`src/rtl/irq_bank_pkg.sv`:
```
// Purpose: Shared constants for the interrupt flag and enable bank.
// Assumes: APB slave with 32-bit data, one register per aligned word.
// Notes:   Masks mark the implemented bits of each 16-bit register.
package irq_bank_pkg;

    // ****************************************************************
    // Register map
    // ****************************************************************
    localparam int ADDR_W = 8;
    localparam logic [7:0] OFF_FLAGS1 = 8'h00;
    localparam logic [7:0] OFF_FLAGS2 = 8'h04;
    localparam logic [7:0] OFF_FLAGS3 = 8'h08;
    localparam logic [7:0] OFF_FLAGS4 = 8'h0C;
    localparam logic [7:0] OFF_ENABLES0 = 8'h10;
    localparam logic [7:0] OFF_EVT_STAT = 8'h14;
    localparam logic [7:0] OFF_EVT_MASK = 8'h18;

    // ****************************************************************
    // Field layout and reset values
    // ****************************************************************
    localparam int REG_W = 16;
    localparam int GROUPS = 4;
    // Pin change at 3, bit 2 empty, I2C one master at 1, slave at 0.
    localparam logic [15:0] MASK_FLAGS1 = 16'h000B;
    // Timer six 15, DMA ch4 14, bit 13 empty, 12..0 compare, capture,
    // DMA ch3, CAN one and SPI two sources.
    localparam logic [15:0] MASK_FLAGS2 = 16'hDFFF;
    // DMA ch5 at 13, CAN two at 8..7, pins 6..5, timers and I2C two 4..0.
    localparam logic [15:0] MASK_FLAGS3 = 16'h21FF;
    // CAN tx 7..6, DMA ch7..6 at 5..4, UART errors at 2..1.
    localparam logic [15:0] MASK_FLAGS4 = 16'h00F6;
    // Bit 15 empty; DMA ch1 down to external pin 0 at 14..0.
    localparam logic [15:0] MASK_ENABLES0 = 16'h7FFF;
    localparam logic [15:0] RESET_WORD = 16'h0000;
    localparam logic [3:0] RESET_GROUP = 4'h0;
    localparam logic [31:0] RESET_DATA = 32'h0000_0000;
    localparam int PIN_CHANGE_BIT = 3;
    localparam int DMA_CH5_BIT = 13;

endpackage : irq_bank_pkg

```
`src/rtl/irq_flag_word.sv`:
```
// Purpose: One 16-bit flag or enable word with hardware set and software write.
// Assumes: Set strobes come from logic on pclk.
// Notes:   Bits outside IMPL never store anything and read as zero.
`timescale 1ns/100ps
module irq_flag_word #(
    parameter logic [15:0] IMPL = 16'hFFFF
) (
    input wire logic pclk,
    input wire logic presetn,
    input wire logic [15:0] hw_set,
    input wire logic wr_en,
    input wire logic [15:0] wr_data,
    output logic [15:0] value
);

    typedef struct packed {
        logic [15:0] val;
    } word_s;

    word_s st_q;
    word_s st_d;

    // A set in the same cycle as a software clear wins, so no event is lost.
    always_comb begin
        st_d = st_q;
        if (wr_en) begin
            st_d.val = wr_data;
        end
        st_d.val = (st_d.val | hw_set) & IMPL;
    end

    // Power-on reset clears every bit.
    always_ff @(posedge pclk or negedge presetn) begin
        if (!presetn) begin
            st_q <= '{val: irq_bank_pkg::RESET_WORD};
        end else begin
            st_q <= st_d;
        end
    end

    assign value = st_q.val;

endmodule : irq_flag_word

```
`src/rtl/irq_flag_bank.sv`:
```
// Purpose: Interrupt flag and enable bank reached over APB.
// Assumes: Request strobes and group0 flags come from logic on pclk.
// Notes:   Zero wait state APB, registered answer in the access phase.
`timescale 1ns/100ps

module irq_flag_bank (
    input wire logic pclk,
    input wire logic presetn,
    input wire logic psel,
    input wire logic penable,
    input wire logic pwrite,
    input wire logic [7:0] paddr,
    input wire logic [31:0] pwdata,
    output logic [31:0] prdata,
    output logic pready,
    output logic pslverr,
    input wire logic [15:0] req_flags1,
    input wire logic [15:0] req_flags2,
    input wire logic [15:0] req_flags3,
    input wire logic [15:0] req_flags4,
    input wire logic [15:0] src_flags0,
    output logic [15:0] flags1,
    output logic [15:0] flags2,
    output logic [15:0] flags3,
    output logic [15:0] flags4,
    output logic [15:0] enables0,
    output logic [15:0] core_req,
    output logic irq
);

    // ****************************************************************
    // State
    // ****************************************************************
    typedef struct packed {
        logic [31:0] prdata;
        logic pready;
        logic pslverr;
        logic [3:0] evt_stat;
        logic [3:0] evt_mask;
        logic [15:0] core_req;
        logic irq;
    } bank_s;

    bank_s st_q;
    bank_s st_d;

    logic setup;
    logic access;
    logic wr;
    logic hit;
    logic [31:0] rd_word;
    logic [15:0] ev_m1;
    logic [15:0] ev_m2;
    logic [15:0] ev_m3;
    logic [15:0] ev_m4;
    logic [3:0] grp_ev;
    logic [15:0] en_next;

    // ****************************************************************
    // APB decode
    // ****************************************************************
    // The access phase is only complete when our own pready is high,
    // so a write lands exactly once per transfer.
    assign setup = psel & ~penable;
    assign access = psel & penable & st_q.pready;
    assign wr = access & pwrite;

    // Request strobes reduced to implemented positions.
    assign ev_m1 = req_flags1 & irq_bank_pkg::MASK_FLAGS1;
    assign ev_m2 = req_flags2 & irq_bank_pkg::MASK_FLAGS2;
    assign ev_m3 = req_flags3 & irq_bank_pkg::MASK_FLAGS3;
    assign ev_m4 = req_flags4 & irq_bank_pkg::MASK_FLAGS4;
    assign grp_ev = {|ev_m4, |ev_m3, |ev_m2, |ev_m1};

    // ****************************************************************
    // Flag and enable words
    // ****************************************************************
    irq_flag_word #(
        .IMPL(irq_bank_pkg::MASK_FLAGS1)
    ) u_flags1 (
        .pclk(pclk),
        .presetn(presetn),
        .hw_set(ev_m1),
        .wr_en(wr && paddr == irq_bank_pkg::OFF_FLAGS1),
        .wr_data(pwdata[15:0]),
        .value(flags1)
    );

    irq_flag_word #(
        .IMPL(irq_bank_pkg::MASK_FLAGS2)
    ) u_flags2 (
        .pclk(pclk),
        .presetn(presetn),
        .hw_set(ev_m2),
        .wr_en(wr && paddr == irq_bank_pkg::OFF_FLAGS2),
        .wr_data(pwdata[15:0]),
        .value(flags2)
    );

    irq_flag_word #(
        .IMPL(irq_bank_pkg::MASK_FLAGS3)
    ) u_flags3 (
        .pclk(pclk),
        .presetn(presetn),
        .hw_set(ev_m3),
        .wr_en(wr && paddr == irq_bank_pkg::OFF_FLAGS3),
        .wr_data(pwdata[15:0]),
        .value(flags3)
    );

    irq_flag_word #(
        .IMPL(irq_bank_pkg::MASK_FLAGS4)
    ) u_flags4 (
        .pclk(pclk),
        .presetn(presetn),
        .hw_set(ev_m4),
        .wr_en(wr && paddr == irq_bank_pkg::OFF_FLAGS4),
        .wr_data(pwdata[15:0]),
        .value(flags4)
    );

    // Enables have no hardware source; only software changes them.
    irq_flag_word #(
        .IMPL(irq_bank_pkg::MASK_ENABLES0)
    ) u_enables0 (
        .pclk(pclk),
        .presetn(presetn),
        .hw_set(irq_bank_pkg::RESET_WORD),
        .wr_en(wr && paddr == irq_bank_pkg::OFF_ENABLES0),
        .wr_data(pwdata[15:0]),
        .value(enables0)
    );

    // Next enable value, so the core request follows a write at once.
    always_comb begin
        en_next = enables0;
        if (wr && paddr == irq_bank_pkg::OFF_ENABLES0) begin
            en_next = pwdata[15:0] & irq_bank_pkg::MASK_ENABLES0;
        end
    end

    // ****************************************************************
    // Read mux
    // ****************************************************************
    // Upper sixteen bits and empty positions always read as zero.
    always_comb begin
        rd_word = irq_bank_pkg::RESET_DATA;
        hit = 1'b1;
        case (paddr)
            irq_bank_pkg::OFF_FLAGS1: rd_word[15:0] = flags1;
            irq_bank_pkg::OFF_FLAGS2: rd_word[15:0] = flags2;
            irq_bank_pkg::OFF_FLAGS3: rd_word[15:0] = flags3;
            irq_bank_pkg::OFF_FLAGS4: rd_word[15:0] = flags4;
            irq_bank_pkg::OFF_ENABLES0: rd_word[15:0] = enables0;
            irq_bank_pkg::OFF_EVT_STAT: rd_word[3:0] = st_q.evt_stat;
            irq_bank_pkg::OFF_EVT_MASK: rd_word[3:0] = st_q.evt_mask;
            default: hit = 1'b0;
        endcase
    end

    // ****************************************************************
    // Next state
    // ****************************************************************
    // Bus answer, group event status, mask, core requests and irq.
    always_comb begin
        st_d = st_q;
        st_d.pready = setup;
        st_d.pslverr = setup & ~hit;
        st_d.prdata = irq_bank_pkg::RESET_DATA;
        if (setup && !pwrite) begin
            st_d.prdata = rd_word;
        end
        if (wr && paddr == irq_bank_pkg::OFF_EVT_STAT) begin
            st_d.evt_stat = st_q.evt_stat & ~pwdata[3:0];
        end
        // A new event in the clear cycle is kept.
        st_d.evt_stat = st_d.evt_stat | grp_ev;
        if (wr && paddr == irq_bank_pkg::OFF_EVT_MASK) begin
            st_d.evt_mask = pwdata[3:0];
        end
        st_d.core_req = src_flags0 & en_next;
        st_d.irq = |(st_d.evt_stat & st_d.evt_mask);
    end

    // Single register stage for bus answer, event status, mask, core requests and irq.
    always_ff @(posedge pclk or negedge presetn) begin
        if (!presetn) begin
            st_q <= '{prdata: irq_bank_pkg::RESET_DATA,
                      pready: 1'b0,
                      pslverr: 1'b0,
                      evt_stat: irq_bank_pkg::RESET_GROUP,
                      evt_mask: irq_bank_pkg::RESET_GROUP,
                      core_req: irq_bank_pkg::RESET_WORD,
                      irq: 1'b0};
        end else begin
            st_q <= st_d;
        end
    end

    assign prdata = st_q.prdata;
    assign pready = st_q.pready;
    assign pslverr = st_q.pslverr;
    assign core_req = st_q.core_req;
    assign irq = st_q.irq;

    // Helper: write data as seen by the flag words.
    logic [15:0] wdat;
    assign wdat = pwdata[15:0];
endmodule : irq_flag_bank

```
`config.mk`:
```
export PLATFORM = sky130hd
export DESIGN_NAME = irq_flag_bank
export DESIGN_NICKNAME = d
export VERILOG_FILES = /design/src/rtl/irq_bank_pkg.sv /design/src/rtl/irq_flag_word.sv /design/src/rtl/irq_flag_bank.sv
export SDC_FILE = /design/constraint.sdc
export NUM_CORES = 1
export LEC_CHECK = 0
export ABC_AREA = 1
export BUFFER_PORTS_ARGS = -buffer_cell sky130_fd_sc_hd__buf_2
export CORE_MARGIN = 3
export CORE_UTILIZATION = 46
export CTS_CLUSTER_DIAMETER = 30
export DETAILED_ROUTE_END_ITERATION = 8
export GPL_ROUTABILITY_DRIVEN = 0
export PLACE_DENSITY_LB_ADDON = 0.3
export SLEW_MARGIN = 20
export SYNTH_ARGS = -nofsm -noshare
export SYNTH_HDL_FRONTEND = slang
export SYNTH_SLANG_ARGS = --single-unit
```
`constraint.sdc`:
```
create_clock -name pclk -period 1.6 [get_ports pclk]
set_input_delay 0.08 -clock pclk [delete_from_list [all_inputs] [get_ports pclk]]
set_output_delay 0.08 -clock pclk [all_outputs]
set_load 0.05 [all_outputs]
```
# After elaboration in Yosys (flattened, before gate mapping)
# Index checks and enable logic that the tools add are counted.
[word_totals]
in_bits = 125
register_bits = 108
elab_cells = 61
[op_classes]
muxes = 11
n_eq_ne = 6
bitwise = 16
reduce_logical = 16
[op_table]
columns = ["cell", "n"]
rows = [
  ["$pmux 12 s4", 1],
  ["$mux 16", 2],
  ["$pmux 4 s7", 1],
  ["$eq 8x5->1 const B", 3],
  ["$and 16x15->16", 1],
  ["$eq 8x4->1 const B", 2],
  ["$or 16x16->16", 1],
  ["$mux 15", 1],
  ["$reduce_or 15->1", 1],
  ["$mux 14", 1],
  ["$or 14x14->14", 1],
  ["$mux 4", 3],
  ["$reduce_or 10->1", 1],
  ["$and 4x4->4", 2],
  ["$eq 8x3->1 const B", 1],
  ["$logic_and 1x1->1", 8],
  ["$logic_not 8->1", 1],
  ["$mux 8", 1],
  ["$or 4x4->4", 2],
  ["$or 8x8->8", 1],
  ["$reduce_or 7->1", 1],
  ["$reduce_or 6->1", 1],
  ["$and 1x1->1", 5],
  ["$not 4->4", 1],
  ["other kinds (5)", 6],
]

# Logic depth before layout (Yosys ltp)
[logic_depth]
word_depth = 8
mapped_depth = 10
mapped_depth_nobuf = 10

# Modules after synthesis
# From an unflattened synthesis, not the netlist that was laid out.
[hier_totals]
cells_unflattened = 708
hier_area_um2 = 5511.5
[modules_own_cells]
columns = ["mod", "n_inst", "cells_each", "area_per_inst_um2", "seq_area_each_um2"]
rows = [
  ["irq_flag_bank", 1, 415, 2961.6, 1076.0],
  ["irq_flag_word (u_enables0 ...)", 2, 81, 757.0, 375.4],
  ["irq_flag_word (u_flags3)", 1, 59, 476.7, 250.2],
  ["irq_flag_word (u_flags4)", 1, 42, 330.3, 150.1],
  ["irq_flag_word (u_flags1)", 1, 30, 229.0, 75.1],
]

# Worst setup path before layout
# OpenSTA, ideal clock, no wires.
[synth_timing]
kind = "flip-flop to flip-flop"
start = "reg st_q, in the netlist pready"
end = "reg u_flags3.st_q, in the netlist u_flags3.value[2]"
stages_incl_launch_ff = 9
setup_slack_ns = -0.118
t_required_ns = 1.473
arrival_time_ns = 1.592
path_cell_list = "dfrtp_1 nand2_1 nor2_8 inv_2 nor2_8 inv_2 buf_6 nand2_1 nand3b_1"
[synth_rtl]
columns = ["item", "line_no", "rtl"]
rows = [
  ["from (decl)", "irq_flag_bank.sv:44", "bank_s st_q;"],
  ["from (signal assigned)", "irq_flag_bank.sv:188", "st_q <= '{prdata: irq_bank_pkg::RESET_DATA,"],
  ["from (signal assigned)", "irq_flag_bank.sv:196", "st_q <= st_d;"],
  ["to (signal assigned)", "irq_flag_word.sv:35", "st_q <= '{val: irq_bank_pkg::RESET_WORD};"],
  ["to (signal assigned)", "irq_flag_word.sv:37", "st_q <= st_d;"],
  ["to (decl)", "irq_flag_word.sv:20", "word_s st_q;"],
]

==> results.toml <==
[clock_network]
path_clk_slew_ns = 0.10
cts_htree_levels = 3
cts.sinks = 91
clockBufferDepth = 2
clk_latency_ns = 0.36
cts_root_buf = "clkbuf_8"
cts_tree = "yes"
tritoncts.num_buffers = 9

[routing]
wl_per_cell_um = 14.8
vias = 4316
antenna_left = 0
first_pass_iters = 4
first_iter_violations = 293
totalWireLength_mm = 13.7
drcViolationCount = 0
vias_per_cell = 4.66

[critical_path]
cp_cell_sequence = "nand2_2, nor2_8, nand2_4, nand2_1, o21ai_2, nor2_2"
critPathMaxFanout = 30
start_kind = "register"
crit_slowest_cell = "dfrtp_2"
max_stage_delay_ns = 0.38
path_buf_inv = 0
crit_arrival_ns = 1.82
crit_family = "simple AND/OR/NAND/NOR gates"
cp-end-kind = "register"
required_ns = 1.89
crit_type = "reg2reg"

[timing]
timing.final.crit_period_ns = 1.53
fmax_mhz = 653
finalSetupViolCount = 0
whs_ns = 0.0119
finalWorstSetupSlack_ns = 0.0692
hold_viol_final = 0
tns_ns = 0
finalCritPeriodShare_pct = 95.7
skew_ns = 0.0139
slew_viol_final = 0
rsz0062_at_grt = "yes"

[synthesis]
synth_xor_xnor_area_share_pct = 0
synth_edf_count = 0
yosys.area_share.simple_pct = 26.5
synth_top_area_share_pct = 46.1
yosysSeqAreaShare_pct = 46.1
netlist_instances = 581
synth.distinct_cells = 29
synth_common_cells = "nand2_1 (148), dfrtp_1 (91), buf_4 (79), inv_1 (77), nor2_1 (33)"
synth_flop_cell = "dfrtp_1"
synth-compound-area-share_pct = 6.94
synth_top_family_by_area = "simple AND/OR/NAND/NOR gates"
synth_area_per_cell_um2 = 8.51
synth_seq_cells = 91
async_flop_share_pct = 100
yosysMostFrequentCell = "nand2_1"
synth_fa_ha_area_share_pct = 0
ys_warn_count = 0
synth_top_cells_by_area = "dfrtp_1 (46%), buf_4 (12%), nand2_1 (11%)"
synth_mux_area_share_pct = 0
synthesis.area_um2 = 4940
synth_top_cell_by_area = "dfrtp_1"

[power_and_ir_drop]
p_sw_mw = 1.45
powerDensity_nw_per_um2 = 752
seq_power_share_pct = 48.6
pwr-share-comb_pct = 16.9
p_leak_nw = 3.27
switching_share_pct = 30.2
p_int_mw = 3.34
vdd_drop_max_v = 0.000363
power_frac_clock_pct = 34.5

[layout]
areaGrowthSynthToFinish_pct = 28.9
drive_gt1_share_pct = 32.5
final_cell_area_um2 = 6370
post-route-util_pct = 61.4
diodes = 0
nets = 910
fill_cells = 875

[global_routing]
grt_first_pass_wirelength_mm = 20.8
grt_usage_pct = 22.5
grt_max_degree = 47
grt_pass1_vias = 4286
antenna_found_initial = 0
grt_overflow_total = 0

[flow_run]
maxCapViolCount = 0

[placement]
io_buffers = 160
place_ws_ns = 0.105
dpl.hpwl_mm = 9.82
place_area_um2 = 5510

[floorplan]
rows = 37
die_h_um = 110
coreArea_um2 = 10400
io_pins = 256
die-area_um2 = 12000
die_w_um = 110
start_util_pct = 47.7

[outcome]
status = "finished, final reports clean"

[hold_path]
hold_path.class = "in2reg"
flip-flops by register name, summed over array words and instances (netlist names):
signal and cells:
pslverr 1, u_flags2.value 15, irq 1, u_enables0.value 15, prdata 16, u_flags1.value 3, u_flags4.value 6, st_q 8
u_flags3.value 10, pready 1, core_req 15
final cells by class:
class / instances / area [um2] / share of cell area, %
repair buffers: 233 / 1530 / 24.1
clock buffers: 10 / 138 / 2.16
multi-input cells: 363 / 1850 / 29.0
inverters: 87 / 330 / 5.19
well taps: 136 / 170 / 2.67
flip-flops and latches: 91 / 2280 / 35.8
clock inverters: 6 / 70.1 / 1.10
kinds of logic (layout without fill, tap and decap cells):
kind of cell,Yosys count,in the layout
AOI/OAI and AO/OA,47,47
buffers and inverters,175,336
DFF,91,91
other,1,48
and+or+nand+nor,267,268
worst paths after layout:
kind                                        start              endpoint  slack (ns)  cells after the start
worst max-delay path                       pready           core_req[9]        0.07                      6
worst min-delay path                    pwdata[3]   u_enables0.value[3]        0.01                      3
worst max register to register             pready           core_req[9]        0.07                      6
worst min register to register  u_flags4.value[5]     u_flags4.value[5]        0.52                      2
max in group asynchronous                 presetn     u_flags3.value[3]        1.04                      3
min in group asynchronous                 presetn  u_enables0.value[10]        0.09                      2
metrics by stage:
stage          std cells  total power [mW]
6_report             926              4.79
5_1_grt              926              4.99
4_1_cts              925              4.81
3_5_place_dp         846              3.05
3_3_place_gp         846              3.04
2_1_floorplan        628              2.94
placed cells by master, fill, tap and decap left out, types with 10 or more instances in the layout:
cell	n
dlygate4sd3_1	63
clkbuf_8	10
nand3b_1	11
o21ai_0	10
nand2_1	147
nor2_1	32
buf_2	159
nand3_1	24
dfrtp_1	90
inv_1	76
a21oi_1	12
o21ai_2	15
nor2_2	18
conb_1	48
what timing repair did:
| item | 4_1_cts | 5_1_grt |
|---|---|---|
| gates resized for setup | 0 | 3 |
| endpoints found under the setup margin | 0 | 10 |
| hold buffers | 63 | 0 |
| setup buffers | 0 | 0 |
| endpoints found under the hold margin | 152 | 0 |
worst min-delay path, delay by kind of cell:
family          cells  cell delay, ns
compound gates      1            0.08
buf+inv             2            0.19
power groups by stage:
stage / clock network, mW / logic, mW / registers (mW)
CTS: 1.68 / 0.795 / 2.33
finish: 1.65 / 0.808 / 2.33
floorplan: 0 / 0.545 / 2.39
global route: 1.79 / 0.863 / 2.33
global placement: 0 / 0.670 / 2.37
detailed placement: 0 / 0.675 / 2.37
routing by layer:
layer,wire [um],GRT usage [%],share of wire (%)
met3,1140,4.23,8.3
met4,265,9.08,1.9
met2,6920,38.1,50
met5,0,0,0
met1,5410,28.4,39
Note: power is estimated with default switching activity, not from simulation.
